<file path="config.mk">
export PLATFORM = sky130hd
export DESIGN_NAME = ssc_config_regs
export DESIGN_NICKNAME = d
export VERILOG_FILES = /design/src/hdl/ssc_config_regs.v /design/src/hdl/ssc_shadow.v
export VERILOG_INCLUDE_DIRS = /design/src /design/src/hdl
export SDC_FILE = /design/constraint.sdc
export NUM_CORES = 1
export LEC_CHECK = 0
export BUFFER_PORTS_ARGS = -buffer_cell sky130_fd_sc_hd__clkbuf_2
export CAP_MARGIN = 10
export CORE_UTILIZATION = 56
export DETAILED_ROUTE_END_ITERATION = 6
export HOLD_SLACK_MARGIN = 0.12
export PLACE_DENSITY = 0.87
export SLEW_MARGIN = 0
export SYNTH_ARGS = -nofsm -noshare
export SYNTH_HDL_FRONTEND = slang
export SYNTH_SLANG_ARGS = --single-unit
export TNS_END_PERCENT = 10
</file>
<file path="constraint.sdc">
create_clock -name clk_i -period 28.6 [get_ports clk_i]
set_input_delay 0 -clock clk_i [delete_from_list [all_inputs] [get_ports clk_i]]
set_output_delay 0 -clock clk_i [all_outputs]
set_load 0.05 [all_outputs]
</file>
<file path="src/hdl/ssc_defines.vh">
// Register indices, field positions, reset values and limits of the sequencer configuration bank.
`ifndef SSC_DEFINES_VH
`define SSC_DEFINES_VH

`define SSC_IDX_MODE       10'h0C0
`define SSC_IDX_DELAY      10'h0C1
`define SSC_IDX_INTEG      10'h0C2
`define SSC_IDX_REGION     10'h0C3
`define SSC_IDX_SPARE      10'h0C4
`define SSC_IDX_DARK       10'h0C5
`define SSC_IDX_PAD        10'h0C6
`define SSC_IDX_TICK       10'h0C7
`define SSC_IDX_PERIOD     10'h0C8
`define SSC_IDX_EXP_MAIN   10'h0C9
`define SSC_IDX_EXP_SEC    10'h0CA
`define SSC_IDX_EXP_THIRD  10'h0CB
`define SSC_IDX_AGAIN      10'h0CC
`define SSC_IDX_DGAIN      10'h0CD
`define SSC_IDX_SYNC       10'h0CE
`define SSC_IDX_STATUS     10'h0CF

`define SSC_RST_MODE       16'h0000
`define SSC_RST_DELAY      16'h0000
`define SSC_RST_INTEG      16'h0004
`define SSC_RST_REGION     16'h0001
`define SSC_RST_DARK       16'h0102
`define SSC_RST_PAD        16'h0000
`define SSC_RST_TICK       16'h0001
`define SSC_RST_ZERO       16'h0000
`define SSC_RST_AGAIN      16'h01E2
`define SSC_RST_DGAIN      16'h0080
`define SSC_RST_SYNC       16'h033F
`define SSC_RST_AG1        2'h2
`define SSC_RST_AG2        4'hF
`define SSC_RST_DG         12'h080
`define SSC_RST_DROWS      8'h02
`define SSC_RST_RSEL       8'h01

`define SSC_MASK_MODE      16'h3DC2
`define SSC_MASK_INTEG     16'h0007
`define SSC_MASK_REGION    16'h00FF
`define SSC_MASK_DARK      16'h01FF
`define SSC_MASK_PAD       16'h0FFF
`define SSC_MASK_AGAIN     16'h21E3
`define SSC_MASK_DGAIN     16'h0FFF

`define SSC_BIT_ROLLING    1
`define SSC_BIT_DLY_EN     6
`define SSC_BIT_SUBSAMP    7
`define SSC_BIT_BINNING    8
`define SSC_BIT_STATWIN    10
`define SSC_MON_HI         13
`define SSC_MON_LO         11
`define SSC_EXT_HI         7
`define SSC_EXT_LO         0
`define SSC_DLY_HI         15
`define SSC_DLY_LO         8
`define SSC_BIT_DUAL       0
`define SSC_BIT_TRIPLE     1
`define SSC_BIT_PERMEAN    2
`define SSC_DARK_HI        7
`define SSC_DARK_LO        0
`define SSC_BIT_GATE       8
`define SSC_PAD_HI         11
`define SSC_PAD_LO         0
`define SSC_AG1_HI         1
`define SSC_AG1_LO         0
`define SSC_AG2_HI         8
`define SSC_AG2_LO         5
`define SSC_BIT_LATCOMP    13
`define SSC_DG_HI          11
`define SSC_DG_LO          0
`define SSC_BIT_SYNC_LINE  0
`define SSC_BIT_SYNC_DARK  1
`define SSC_BIT_SYNC_PAD   2
`define SSC_BIT_SYNC_EXP   3

`define SSC_DARK_MIN       8'h01
`define SSC_PAD_MAX        12'h7FF

`endif

</file>
<file path="src/hdl/ssc_config_regs.v">
// Sequencer configuration register bank with an APB slave and frame-aligned field updates.
//
// How it works
// - Mode bit clear selects global shutter, set selects rolling shutter.
// - Delay enable inserts the programmed wait after row overhead time.
// - Delay count sits in bits 15:8 and matters only while enabled.
// - One bit selects full readout or subsampled readout.
// - One bit selects unbinned readout or pixel binning.
// - Statistics windowing bit picks all windows or the configured window.
// - Three bits choose the signals driven onto the monitor pins.
// - Rolling shutter lines are extended by the eight-bit dummy pixel count.
// - Dual and triple slope enables act in global shutter mode only.
// - Period meaning bit selects reset or frame length, resets to one.
// - Dark row count spans 1 to 255, never below one, resets to 2.
// - First-line gating bit blanks the first output line when set.
// - Padding line count 0 to 2047 inserts dummy lines in rolling mode.
// - Tick divider sets the global shutter time unit, resets to one.
// - Frame or reset period counts in tick units in global shutter mode.
// - Main exposure counts lines when rolling, ticks when global.
// - Second-slope exposure counts ticks, meaningless in rolling shutter.
// - Third-slope exposure counts ticks, meaningless in rolling shutter.
// - Latency compensation postpones gain updates by one more frame.
// - Sync bits make line, dark and padding updates wait for frame start.
// - Exposure sync bit defers exposure updates to frame start.
`timescale 1ns/1ps
`include "ssc_defines.vh"
module ssc_config_regs (
    // Clock, reset and enable.
    input  wire        clk_i,
    input  wire        rst_i,
    input  wire        ce_i,
    // APB slave.
    input  wire        psel_i,
    input  wire        penable_i,
    input  wire        pwrite_i,
    input  wire [11:0] paddr_i,
    input  wire [31:0] pwdata_i,
    output reg  [31:0] prdata_o,
    output reg         pready_o,
    output reg         pslverr_o,
    // Frame timing from the sequencer.
    input  wire        frame_start_i,
    // Mode and readout selection.
    output reg         rolling_shutter_o,
    output reg         readout_delay_en_o,
    output reg  [7:0]  readout_delay_o,
    output reg         subsampling_o,
    output reg         binning_o,
    output reg         stats_window_o,
    output reg  [2:0]  monitor_select_o,
    output reg  [7:0]  line_duration_extend_o,
    output reg  [7:0]  region_select_o,
    // Integration setup.
    output reg         dual_slope_o,
    output reg         triple_slope_o,
    output reg         period_meaning_sel_o,
    // Line counts.
    output reg  [7:0]  dark_rows_o,
    output reg         gate_first_line_o,
    output reg  [11:0] padding_rows_o,
    // Exposure timing.
    output reg  [15:0] exposure_tick_divider_o,
    output reg  [15:0] frame_or_reset_period_o,
    output reg  [15:0] exposure_main_o,
    output reg  [15:0] second_slope_exposure_o,
    output reg  [15:0] third_slope_exposure_o,
    // Gains.
    output reg  [1:0]  analog_gain_first_o,
    output reg  [3:0]  analog_gain_second_o,
    output reg  [11:0] digital_gain_value_o
);
    // Dark row count never goes below one.
    function [7:0] dark_clamp;
        input [7:0] v;
        begin
            dark_clamp = (v < `SSC_DARK_MIN) ? `SSC_DARK_MIN : v;
        end
    endfunction

    // Padding count is limited to its documented range.
    function [11:0] pad_clamp;
        input [11:0] v;
        begin
            pad_clamp = (v > `SSC_PAD_MAX) ? `SSC_PAD_MAX : v;
        end
    endfunction

    wire [9:0]  idx     = paddr_i[11:2];
    wire [15:0] wd      = pwdata_i[15:0];
    wire        setup   = psel_i && !penable_i;
    wire        wr_en   = psel_i && penable_i && pwrite_i && pready_o && ce_i;

    reg  [15:0] mode_reg;
    reg  [15:0] delay_reg;
    reg  [15:0] integ_reg;
    reg  [15:0] region_reg;
    reg  [15:0] dark_reg;
    reg  [15:0] pad_reg;
    reg  [15:0] tick_reg;
    reg  [15:0] period_reg;
    reg  [15:0] exp_main_reg;
    reg  [15:0] exp_sec_reg;
    reg  [15:0] exp_third_reg;
    reg  [15:0] again_reg;
    reg  [15:0] dgain_reg;
    reg  [15:0] sync_reg;

    reg         gain_wr_pend;
    reg         gain_stage_pend;
    reg  [1:0]  stage_ag1;
    reg  [3:0]  stage_ag2;
    reg  [11:0] stage_dg;

    reg  [15:0] rd_word;
    reg         rd_hit;

    wire [7:0]  line_act;
    wire [7:0]  dark_act;
    wire [11:0] pad_act;
    wire [15:0] exp_main_act;
    wire [15:0] exp_sec_act;
    wire [15:0] exp_third_act;
    wire        line_pend;
    wire        dark_pend;
    wire        pad_pend;
    wire        exp_main_pend;
    wire        exp_sec_pend;
    wire        exp_third_pend;

    wire        wr_delay = wr_en && (idx == `SSC_IDX_DELAY);
    wire        wr_dark  = wr_en && (idx == `SSC_IDX_DARK);
    wire        wr_pad   = wr_en && (idx == `SSC_IDX_PAD);
    wire        wr_exp1  = wr_en && (idx == `SSC_IDX_EXP_MAIN);
    wire        wr_exp2  = wr_en && (idx == `SSC_IDX_EXP_SEC);
    wire        wr_exp3  = wr_en && (idx == `SSC_IDX_EXP_THIRD);
    wire        wr_gain  = wr_en && ((idx == `SSC_IDX_AGAIN) || (idx == `SSC_IDX_DGAIN));
    wire        sof      = frame_start_i;
    wire        rolling  = mode_reg[`SSC_BIT_ROLLING];

    // Read decode; the spare word reads as zero and ignores writes.
    always @* begin
        rd_word = 16'h0000;
        rd_hit  = 1'b1;
        case (idx)
            `SSC_IDX_MODE:      rd_word = mode_reg;
            `SSC_IDX_DELAY:     rd_word = delay_reg;
            `SSC_IDX_INTEG:     rd_word = integ_reg;
            `SSC_IDX_REGION:    rd_word = region_reg;
            `SSC_IDX_SPARE:     rd_word = 16'h0000;
            `SSC_IDX_DARK:      rd_word = dark_reg;
            `SSC_IDX_PAD:       rd_word = pad_reg;
            `SSC_IDX_TICK:      rd_word = tick_reg;
            `SSC_IDX_PERIOD:    rd_word = period_reg;
            `SSC_IDX_EXP_MAIN:  rd_word = exp_main_reg;
            `SSC_IDX_EXP_SEC:   rd_word = exp_sec_reg;
            `SSC_IDX_EXP_THIRD: rd_word = exp_third_reg;
            `SSC_IDX_AGAIN:     rd_word = again_reg;
            `SSC_IDX_DGAIN:     rd_word = dgain_reg;
            `SSC_IDX_SYNC:      rd_word = sync_reg;
            `SSC_IDX_STATUS:    rd_word = {8'h00, gain_stage_pend, gain_wr_pend,
                                           exp_third_pend, exp_sec_pend, exp_main_pend,
                                           pad_pend, dark_pend, line_pend};
            default:            rd_hit  = 1'b0;
        endcase
    end

    // APB slave: answer in the first access cycle, write at the completing edge.
    always @(posedge clk_i or posedge rst_i) begin
        if (rst_i) begin
            prdata_o  <= 32'h0000_0000;
            pready_o  <= 1'b0;
            pslverr_o <= 1'b0;
        end else if (ce_i) begin
            if (setup) begin
                pready_o  <= 1'b1;
                pslverr_o <= !rd_hit || (pwrite_i && (idx == `SSC_IDX_STATUS));
                prdata_o  <= pwrite_i ? 32'h0000_0000 : {16'h0000, rd_word};
            end else begin
                pready_o  <= 1'b0;
                pslverr_o <= 1'b0;
            end
        end
    end

    // Register words as software wrote them.
    always @(posedge clk_i or posedge rst_i) begin
        if (rst_i) begin
            mode_reg      <= `SSC_RST_MODE;
            delay_reg     <= `SSC_RST_DELAY;
            integ_reg     <= `SSC_RST_INTEG;
            region_reg    <= `SSC_RST_REGION;
            dark_reg      <= `SSC_RST_DARK;
            pad_reg       <= `SSC_RST_PAD;
            tick_reg      <= `SSC_RST_TICK;
            period_reg    <= `SSC_RST_ZERO;
            exp_main_reg  <= `SSC_RST_ZERO;
            exp_sec_reg   <= `SSC_RST_ZERO;
            exp_third_reg <= `SSC_RST_ZERO;
            again_reg     <= `SSC_RST_AGAIN;
            dgain_reg     <= `SSC_RST_DGAIN;
            sync_reg      <= `SSC_RST_SYNC;
        end else if (wr_en) begin
            case (idx)
                `SSC_IDX_MODE:      mode_reg      <= wd & `SSC_MASK_MODE;
                `SSC_IDX_DELAY:     delay_reg     <= wd;
                `SSC_IDX_INTEG:     integ_reg     <= wd & `SSC_MASK_INTEG;
                `SSC_IDX_REGION:    region_reg    <= wd & `SSC_MASK_REGION;
                `SSC_IDX_DARK:      dark_reg      <= {7'h00, wd[`SSC_BIT_GATE],
                                                      dark_clamp(wd[`SSC_DARK_HI:`SSC_DARK_LO])};
                `SSC_IDX_PAD:       pad_reg       <= {4'h0, pad_clamp(wd[`SSC_PAD_HI:`SSC_PAD_LO])};
                `SSC_IDX_TICK:      tick_reg      <= wd;
                `SSC_IDX_PERIOD:    period_reg    <= wd;
                `SSC_IDX_EXP_MAIN:  exp_main_reg  <= wd;
                `SSC_IDX_EXP_SEC:   exp_sec_reg   <= wd;
                `SSC_IDX_EXP_THIRD: exp_third_reg <= wd;
                `SSC_IDX_AGAIN:     again_reg     <= wd & `SSC_MASK_AGAIN;
                `SSC_IDX_DGAIN:     dgain_reg     <= wd & `SSC_MASK_DGAIN;
                `SSC_IDX_SYNC:      sync_reg      <= wd;
                default:            mode_reg      <= mode_reg;
            endcase
        end
    end

    // Frame-aligned fields.
    ssc_shadow #(.W(8), .RST(8'h00)) u_line (
        .clk_i     (clk_i),
        .rst_i     (rst_i),
        .ce_i      (ce_i),
        .load_i    (wr_delay),
        .value_i   (wd[`SSC_EXT_HI:`SSC_EXT_LO]),
        .sync_i    (sync_reg[`SSC_BIT_SYNC_LINE]),
        .sof_i     (sof),
        .active_o  (line_act),
        .pending_o (line_pend)
    );

    ssc_shadow #(.W(8), .RST(`SSC_RST_DROWS)) u_dark (
        .clk_i     (clk_i),
        .rst_i     (rst_i),
        .ce_i      (ce_i),
        .load_i    (wr_dark),
        .value_i   (dark_clamp(wd[`SSC_DARK_HI:`SSC_DARK_LO])),
        .sync_i    (sync_reg[`SSC_BIT_SYNC_DARK]),
        .sof_i     (sof),
        .active_o  (dark_act),
        .pending_o (dark_pend)
    );

    ssc_shadow #(.W(12), .RST(12'h000)) u_pad (
        .clk_i     (clk_i),
        .rst_i     (rst_i),
        .ce_i      (ce_i),
        .load_i    (wr_pad),
        .value_i   (pad_clamp(wd[`SSC_PAD_HI:`SSC_PAD_LO])),
        .sync_i    (sync_reg[`SSC_BIT_SYNC_PAD]),
        .sof_i     (sof),
        .active_o  (pad_act),
        .pending_o (pad_pend)
    );

    ssc_shadow #(.W(16), .RST(16'h0000)) u_exp1 (
        .clk_i     (clk_i),
        .rst_i     (rst_i),
        .ce_i      (ce_i),
        .load_i    (wr_exp1),
        .value_i   (wd),
        .sync_i    (sync_reg[`SSC_BIT_SYNC_EXP]),
        .sof_i     (sof),
        .active_o  (exp_main_act),
        .pending_o (exp_main_pend)
    );

    ssc_shadow #(.W(16), .RST(16'h0000)) u_exp2 (
        .clk_i     (clk_i),
        .rst_i     (rst_i),
        .ce_i      (ce_i),
        .load_i    (wr_exp2),
        .value_i   (wd),
        .sync_i    (sync_reg[`SSC_BIT_SYNC_EXP]),
        .sof_i     (sof),
        .active_o  (exp_sec_act),
        .pending_o (exp_sec_pend)
    );

    ssc_shadow #(.W(16), .RST(16'h0000)) u_exp3 (
        .clk_i     (clk_i),
        .rst_i     (rst_i),
        .ce_i      (ce_i),
        .load_i    (wr_exp3),
        .value_i   (wd),
        .sync_i    (sync_reg[`SSC_BIT_SYNC_EXP]),
        .sof_i     (sof),
        .active_o  (exp_third_act),
        .pending_o (exp_third_pend)
    );

    // Gains move at frame start, through an extra frame stage when compensating latency.
    always @(posedge clk_i or posedge rst_i) begin
        if (rst_i) begin
            gain_wr_pend         <= 1'b0;
            gain_stage_pend      <= 1'b0;
            stage_ag1            <= `SSC_RST_AG1;
            stage_ag2            <= `SSC_RST_AG2;
            stage_dg             <= `SSC_RST_DG;
            analog_gain_first_o  <= `SSC_RST_AG1;
            analog_gain_second_o <= `SSC_RST_AG2;
            digital_gain_value_o <= `SSC_RST_DG;
        end else if (ce_i) begin
            if (sof) begin
                gain_stage_pend <= 1'b0;
                if (gain_stage_pend) begin
                    analog_gain_first_o  <= stage_ag1;
                    analog_gain_second_o <= stage_ag2;
                    digital_gain_value_o <= stage_dg;
                end
                if (gain_wr_pend && again_reg[`SSC_BIT_LATCOMP]) begin
                    stage_ag1       <= again_reg[`SSC_AG1_HI:`SSC_AG1_LO];
                    stage_ag2       <= again_reg[`SSC_AG2_HI:`SSC_AG2_LO];
                    stage_dg        <= dgain_reg[`SSC_DG_HI:`SSC_DG_LO];
                    gain_stage_pend <= 1'b1;
                end else if (gain_wr_pend) begin
                    analog_gain_first_o  <= again_reg[`SSC_AG1_HI:`SSC_AG1_LO];
                    analog_gain_second_o <= again_reg[`SSC_AG2_HI:`SSC_AG2_LO];
                    digital_gain_value_o <= dgain_reg[`SSC_DG_HI:`SSC_DG_LO];
                end
            end
            if (wr_gain) begin
                gain_wr_pend <= 1'b1;
            end else if (sof) begin
                gain_wr_pend <= 1'b0;
            end
        end
    end

    // Effective settings seen by the sequencer, qualified by the shutter mode.
    always @(posedge clk_i or posedge rst_i) begin
        if (rst_i) begin
            rolling_shutter_o       <= 1'b0;
            readout_delay_en_o      <= 1'b0;
            readout_delay_o         <= 8'h00;
            subsampling_o           <= 1'b0;
            binning_o               <= 1'b0;
            stats_window_o          <= 1'b0;
            monitor_select_o        <= 3'h0;
            line_duration_extend_o  <= 8'h00;
            region_select_o         <= `SSC_RST_RSEL;
            dual_slope_o            <= 1'b0;
            triple_slope_o          <= 1'b0;
            period_meaning_sel_o    <= 1'b1;
            dark_rows_o             <= `SSC_RST_DROWS;
            gate_first_line_o       <= 1'b1;
            padding_rows_o          <= 12'h000;
            exposure_tick_divider_o <= `SSC_RST_TICK;
            frame_or_reset_period_o <= 16'h0000;
            exposure_main_o         <= 16'h0000;
            second_slope_exposure_o <= 16'h0000;
            third_slope_exposure_o  <= 16'h0000;
        end else if (ce_i) begin
            rolling_shutter_o       <= rolling;
            readout_delay_en_o      <= mode_reg[`SSC_BIT_DLY_EN];
            readout_delay_o         <= mode_reg[`SSC_BIT_DLY_EN] ?
                                       delay_reg[`SSC_DLY_HI:`SSC_DLY_LO] : 8'h00;
            subsampling_o           <= mode_reg[`SSC_BIT_SUBSAMP];
            binning_o               <= mode_reg[`SSC_BIT_BINNING];
            stats_window_o          <= mode_reg[`SSC_BIT_STATWIN];
            monitor_select_o        <= mode_reg[`SSC_MON_HI:`SSC_MON_LO];
            line_duration_extend_o  <= rolling ? line_act : 8'h00;
            region_select_o         <= region_reg[7:0];
            dual_slope_o            <= !rolling && integ_reg[`SSC_BIT_DUAL];
            triple_slope_o          <= !rolling && integ_reg[`SSC_BIT_TRIPLE];
            period_meaning_sel_o    <= integ_reg[`SSC_BIT_PERMEAN];
            dark_rows_o             <= dark_act;
            gate_first_line_o       <= dark_reg[`SSC_BIT_GATE];
            padding_rows_o          <= rolling ? pad_act : 12'h000;
            exposure_tick_divider_o <= tick_reg;
            frame_or_reset_period_o <= period_reg;
            exposure_main_o         <= exp_main_act;
            second_slope_exposure_o <= rolling ? 16'h0000 : exp_sec_act;
            third_slope_exposure_o  <= rolling ? 16'h0000 : exp_third_act;
        end
    end
endmodule // ssc_config_regs

</file>
<file path="src/hdl/ssc_shadow.v">
// Shadow and active copy of one field, transferred at frame start when aligned updates are on.
`timescale 1ns/1ps
module ssc_shadow #(
    parameter         W   = 16,
    parameter [W-1:0] RST = {W{1'b0}}
) (
    // Clock, reset and enable.
    input  wire         clk_i,
    input  wire         rst_i,
    input  wire         ce_i,
    // Update request.
    input  wire         load_i,
    input  wire [W-1:0] value_i,
    input  wire         sync_i,
    input  wire         sof_i,
    // Active copy and pending flag.
    output reg  [W-1:0] active_o,
    output reg          pending_o
);
    reg [W-1:0] shadow;

    always @(posedge clk_i or posedge rst_i) begin
        if (rst_i) begin
            shadow    <= RST;
            active_o  <= RST;
            pending_o <= 1'b0;
        end else if (ce_i) begin
            if (load_i) begin
                shadow <= value_i;
            end
            if (sof_i && pending_o) begin
                active_o <= shadow;
            end
            if (load_i && !sync_i) begin
                active_o  <= value_i;
                pending_o <= 1'b0;
            end else if (load_i) begin
                pending_o <= 1'b1;
            end else if (sof_i) begin
                pending_o <= 1'b0;
            end
        end
    end
endmodule // ssc_shadow
</file>
==> results of run 1 <==
[worst min-delay path: stages]
cell and delay (ps):
clkbuf_2 80, buf_4 290, o31ai_1 310
[cell type report]
class	count	area, um2	area share (%)
multi-input cells	1267	8070	31.9
well taps	518	648	2.57
clock inverters	26	307	1.21
clock buffers	66	1420	5.63
inverters	71	274	1.08
repair buffers	254	1450	5.76
diodes	1	2.50	0.00991
flip-flops and latches	521	13100	51.8
[Yosys cell counts, drive strengths merged, types with 12 or more instances]
master     n
o22ai     43
mux2     189
o21ai     88
nor2      83
a2bb2oi   15
dfstp     38
dfrtp    483
buf       64
mux2i     95
o22a      22
clkbuf    90
inv       71
a221oi    12
a21oi     73
nor3      25
nand2    449
a22oi     26
nand3     37
[logic make-up (layout without fill, tap and decap cells)]
| family | Yosys count | after routing | share of synthesized area, % |
|---|---|---|---|
| AND/OR/NAND/NOR | 642 | 642 | 12.6 |
| flip-flops | 521 | 521 | 59.3 |
| AO/OA/AOI/OAI | 322 | 322 | 9.33 |
| multiplexers | 287 | 287 | 14.3 |
| buffers and inverters | 225 | 417 | 4.43 |
| other | 1 | 17 | 0.0170 |
[per-stage QoR]
step / std cells / worst slack [ps] / utilization (%) / total power, mW
2_1_floorplan: 2013 / 14110 / - / 0.827
3_3_place_gp: 2610 / 25070 / 60.2 / 0.852
3_5_place_dp: 2610 / 24990 / 60.2 / 0.853
4_1_cts: 2721 / 25060 / 65.2 / 1.55
5_1_grt: 2723 / 24590 / 65.2 / 1.58
6_report: 2724 / 25190 / 65.2 / 1.54
[metal layers]
layer  vias to the layer above  part of all wire [%]
met1                      8369                    41
met4                         2                   4.2
met2                       839                    45
met5                         -                 0.016
met3                       161                   9.3
li1                       7184                     -
[report_power, final]
part / internal (mW) / switching, mW
registers: 0.745 / 0.00410
clock network: 0.406 / 0.290
logic: 0.0174 / 0.0761
[path summary, 6_finish.rpt]
path                                                    from                                    end  slack [ps]  depth (start not counted)
worst max register to register          pready_o$_DFFE_PP0P_              period_reg[6]$_DFFE_PP0P_       25920                          4
worst min register to register  u_dark.shadow[1]$_DFFE_PP1P_           u_dark.shadow[1]$_DFFE_PP1P_         470                          2
worst max-delay path                                   rst_i              period_reg[9]$_DFFE_PP0P_       25190                          6
max in group clk_i                      pready_o$_DFFE_PP0P_              period_reg[6]$_DFFE_PP0P_       25920                          4
min in group asynchronous                              rst_i  third_slope_exposure_o[0]$_DFFE_PP0P_         200                          3
worst min-delay path                              paddr_i[3]               gain_wr_pend$_DFFE_PP0P_         160                          3
==> reports/qor.yml, run 1 <==
status: "complete, no violations"
max-cap-violations: 0
path_buf_inv: 6
design_area_um2: 25300
slew_headroom_pct: 16.8
cp-end-kind: "async pin"
grt_use_total_pct: 34.4
grt_pass1_wl_um: 103000
num_vias: 16600
rsz0062_at_grt: "false"
synth_cell_types: 59
yosys.area.top_type: "dfrtp_1"
worst_pin_slew_ps: 1250
ys_ff_latch: 521
grt_pass1_vias: 16700
avgSynthCellArea_um2: 11.0
worst_path_max_delay_cell: "buf_4"
die-area_um2: 40200
grt_use_met2_pct: 52.5
cts_setup_buffers: 0
synthCells: 1998
p_per_area_nw_per_um2: 60.9
overflow: 0
ys_top_cells_by_area: "dfrtp_1 55%, mux2_2 9.4%, nand2_1 7.6%"
first_pass_iters: 6
finClkSkew_ps: 23.4
finalCriticalPeriod_ps: 3410
rows: 72
syn2layout_area_growth_pct: 14.6
cellLeakagePower_nw: 13.3
fill_cells: 2860
cts_tree: "yes"
antenna_left: 0
drcViolationCount: 0
die_y_um: 200
grtUsageMet1_pct: 48.1
cts.clk_slew.worst_paths_ps: 60
start_util_pct: 56.9
hp-class: "in2reg"
synth_warnings: 0
fin_crit_sh_pct: 11.9
finalHoldViolCount: 0
detail_route.vias_per_cell: 6.08
grt_max_degree: 152
layout_commonest_cell: "dfrtp_1"
hpwlAfterDp_um: 44900
die_x_um: 200
synth_edf_count: 0
setup_tns_ps: 0
drt_iter0_drc: 1656
yosys.area.top_type_share_pct: 54.8
port_buffers: 204
critPathArrivalTime_ps: 3970
critPathTopFamily: "buffers and inverters"
ir_drop_v: 0.0000554
numCtsBuffers: 51
cts_htree_levels: 2
core_um2: 38700
layout.nets: 2217
ctsResizeCount: 0
ctsLongestPathBuffers: 3
postCtsHoldBufs: 19
place.gp.congestion: 0.955
cts_sinks: 521
final_max_slew_viol_count: 0
place_area_um2: 23300
path_common_cell: "buf_4"
holdWs_ps: 157
ys_async_sr_fraction_pct: 100
finalSetupViolCount: 0
antenna_found_initial: 4
drt_wl_total_um: 68000
worstSkewPairLatency_ps: 600
crit_path_start_kind: "input port"
synth-main-ff-cell: "dfrtp_1"
crit_type: "in2async"
post_drt_wl_per_cell_um: 25.0
final_cell_mix: "483 x dfrtp_1, 449 x nand2_1, 203 x clkbuf_2"
drive_above_1_share_pct: 25.8
critical_path.max_fanout: 151
grt_busiest_layer: "met2"
synth.cell_area_um2: 22000
worstPathCellList: "dlygate4sd3_1, clkbuf_2, inv_8, buf_4, buf_4, buf_4"
max_clock_freq_mhz: 293
cts_root_buf: "clkbuf_16"
met3_usage_pct: 7.22
worstPathRequired_ps: 29160
yosysSeqAreaShare_pct: 59.3
io_pins: 239
crit_path_max_incr_delay_ps: 870
(Power assumes the default switching activity.)
==> run 2, diff against run 1 <==
==> constraint.sdc (replaced) <==
create_clock -name clk_i -period 3.3 [get_ports clk_i]
set_input_delay 0 -clock clk_i [delete_from_list [all_inputs] [get_ports clk_i]]
set_output_delay 0 -clock clk_i [all_outputs]
set_load 0.05 [all_outputs]
==> run 2 against run 1 <==
Register-to-register slack lost 25000 ps. Sequential share of layout area fell by 0.77 points. Critical path depth is 1 lower. Sequential cell count did not move. Clock power grew to 8.9 times the previous value. Setup slack worse by 24000 ps. Critical path type is now reg2reg. Global-route usage decreased by 0.50 points. Combinational power grew to 8.9 times the previous value. Routed wire length is 1.5% lower.
==> reports/qor.yml, run 2 (same netlist as run 1, synthesis figures left out) <==
crit_path_start_kind: "flop"
setup_tns_ps: 0
cts_tree: "yes"
cts_htree_levels: 2
first_pass_iters: 7
io_pins: 239
worstSkewPairLatency_ps: 600
rsz0062_at_grt: "false"
antenna_cells: 0
placed_cells: 2641
grt_max_degree: 154
finClkSkew_ps: 18.9
ctsResizeCount: 0
cts_sinks: 521
post_drt_wl_per_cell_um: 24.3
numCtsBuffers: 51
worstReg2RegStart: "pready_o$_DFFE_PP0P_"
hp-class: "in2async"
status: "complete, no violations"
finalHoldViolCount: 0
internal_power_mw: 10.4
critical_path.max_fanout: 32
final_cell_mix: "483 x dfrtp_1, 449 x nand2_1, 203 x clkbuf_2"
max_clock_freq_mhz: 404
antenna_left: 0
hpwlAfterDp_um: 45500
finalSetupViolCount: 0
fin_ws_ps: 825
sequentialPowerShare_pct: 47.9
port_buffers: 204
rows: 72
syn2layout_area_growth_pct: 16.3
die_y_um: 200
num_vias: 16500
max-cap-violations: 0
die_x_um: 200
reg2reg_depth: 5
cellLeakagePower_nw: 13.5
instances_no_fill: 2755
fin_crit_sh_pct: 75.0
antenna_found_initial: 0
slew_headroom_pct: 26.0
swShare_pct: 23.5
drt_wl_total_um: 66900
final_max_slew_viol_count: 0
layout_commonest_cell: "dfrtp_1"
worst_pin_slew_ps: 1110
reg2reg_to: "u_exp2.active_o[11]$_DFFE_PP0P_"
finalCriticalPeriod_ps: 2480
p_per_area_nw_per_um2: 528
cp-end-kind: "flop"
core_um2: 38700
die-area_um2: 40200
critPathArrivalTime_ps: 2890
switchingPower_mw: 3.18
power_frac_clock_pct: 45.9
drive_above_1_share_pct: 26.8
detail_route.vias_per_cell: 6.00
start_util_pct: 56.9
grt_use_total_pct: 33.9
rrSetupSlack_ps: 820
layout.nets: 2248
grt_pass1_vias: 16700
cts_root_buf: "clkbuf_16"
postCtsHoldBufs: 21
ir_drop_v: 0.000398
crit_type: "reg2reg"
worstPathRequired_ps: 3720
drcViolationCount: 0
place.gp.congestion: 1.02
ctsLongestPathBuffers: 3
total_power_mw: 13.5
combinationalPowerShare_pct: 6.2
grt_pass1_wl_um: 102000
overflow: 0
drt_iter0_drc: 1647
cts.clk_slew.worst_paths_ps: 60
preCtsSetupSlack_ps: 837
cts_setup_buffers: 0
run 2: cell types whose count changed in the layout (fill, tap and decap cells not counted), sizes merged:
cell	before	now
clkbuf	269	277
clkinv	12	9
buf	32	61
diode	1	0
inv	76	72
dlygate4sd3	19	21
run 2: worst max path at each step:
stage	start	end	slack, ps	depth (start not counted)
2_1_floorplan	rst_i	again_reg[0]$_DFFE_PP0P_	-3750	1
6_report	pready_o$_DFFE_PP0P_	u_exp2.active_o[11]$_DFFE_PP0P_	820	5
4_1_cts	pready_o$_DFFE_PP0P_	u_exp2.active_o[11]$_DFFE_PP0P_	860	5
3_5_place_dp	paddr_i[5]	u_exp2.active_o[11]$_DFFE_PP0P_	840	6
3_3_place_gp	paddr_i[5]	u_exp2.active_o[5]$_DFFE_PP0P_	900	6
5_1_grt	pready_o$_DFFE_PP0P_	u_exp2.active_o[11]$_DFFE_PP0P_	750	5
run 2: per-stage QoR:
stage / instance area, um2 / hold slack [ps] / utilization, %
global route: 25600 / 184 / 66.2
floorplan: 22100 / 135 / -
global placement: 23600 / 248 / 61.0
detailed placement: 23600 / 236 / 61.0
finish: 25600 / 162 / 66.2
CTS: 25600 / 130 / 66.2
run 2: layout make-up:
class / count / area, um2
clock buffers: 74 / 1560
clock inverters: 19 / 262
fillers: 2836 / 13100
inverters: 71 / 270
multi-input cells: 1267 / 8060
flip-flops and latches: 521 / 13100
well taps: 518 / 648
repair buffers: 285 / 1760
run 2: metal layers:
layer	GRT usage [%]	vias to the layer above	part of all wire, %
li1	-	7243	-
met1	46.8	8327	40
met2	51.6	820	45
met3	8.21	149	10
met4	14.9	0	4.3
met5	0	-	0
run 2: worst max-delay path: stages, from the launching register on:
cell and delay (ps):
dfrtp_1 350, inv_1 140, or4_1 640, or3_1 790, nor2_1 280, a21oi_1 60
run 2: power by group through the flow:
stage	logic, mW	registers (mW)	clock network (mW)
global route	0.878	6.50	6.53
CTS	0.830	6.49	6.28
detailed placement	0.808	6.61	0
finish	0.834	6.49	6.22
global placement	0.796	6.60	0
floorplan	0.364	6.81	0
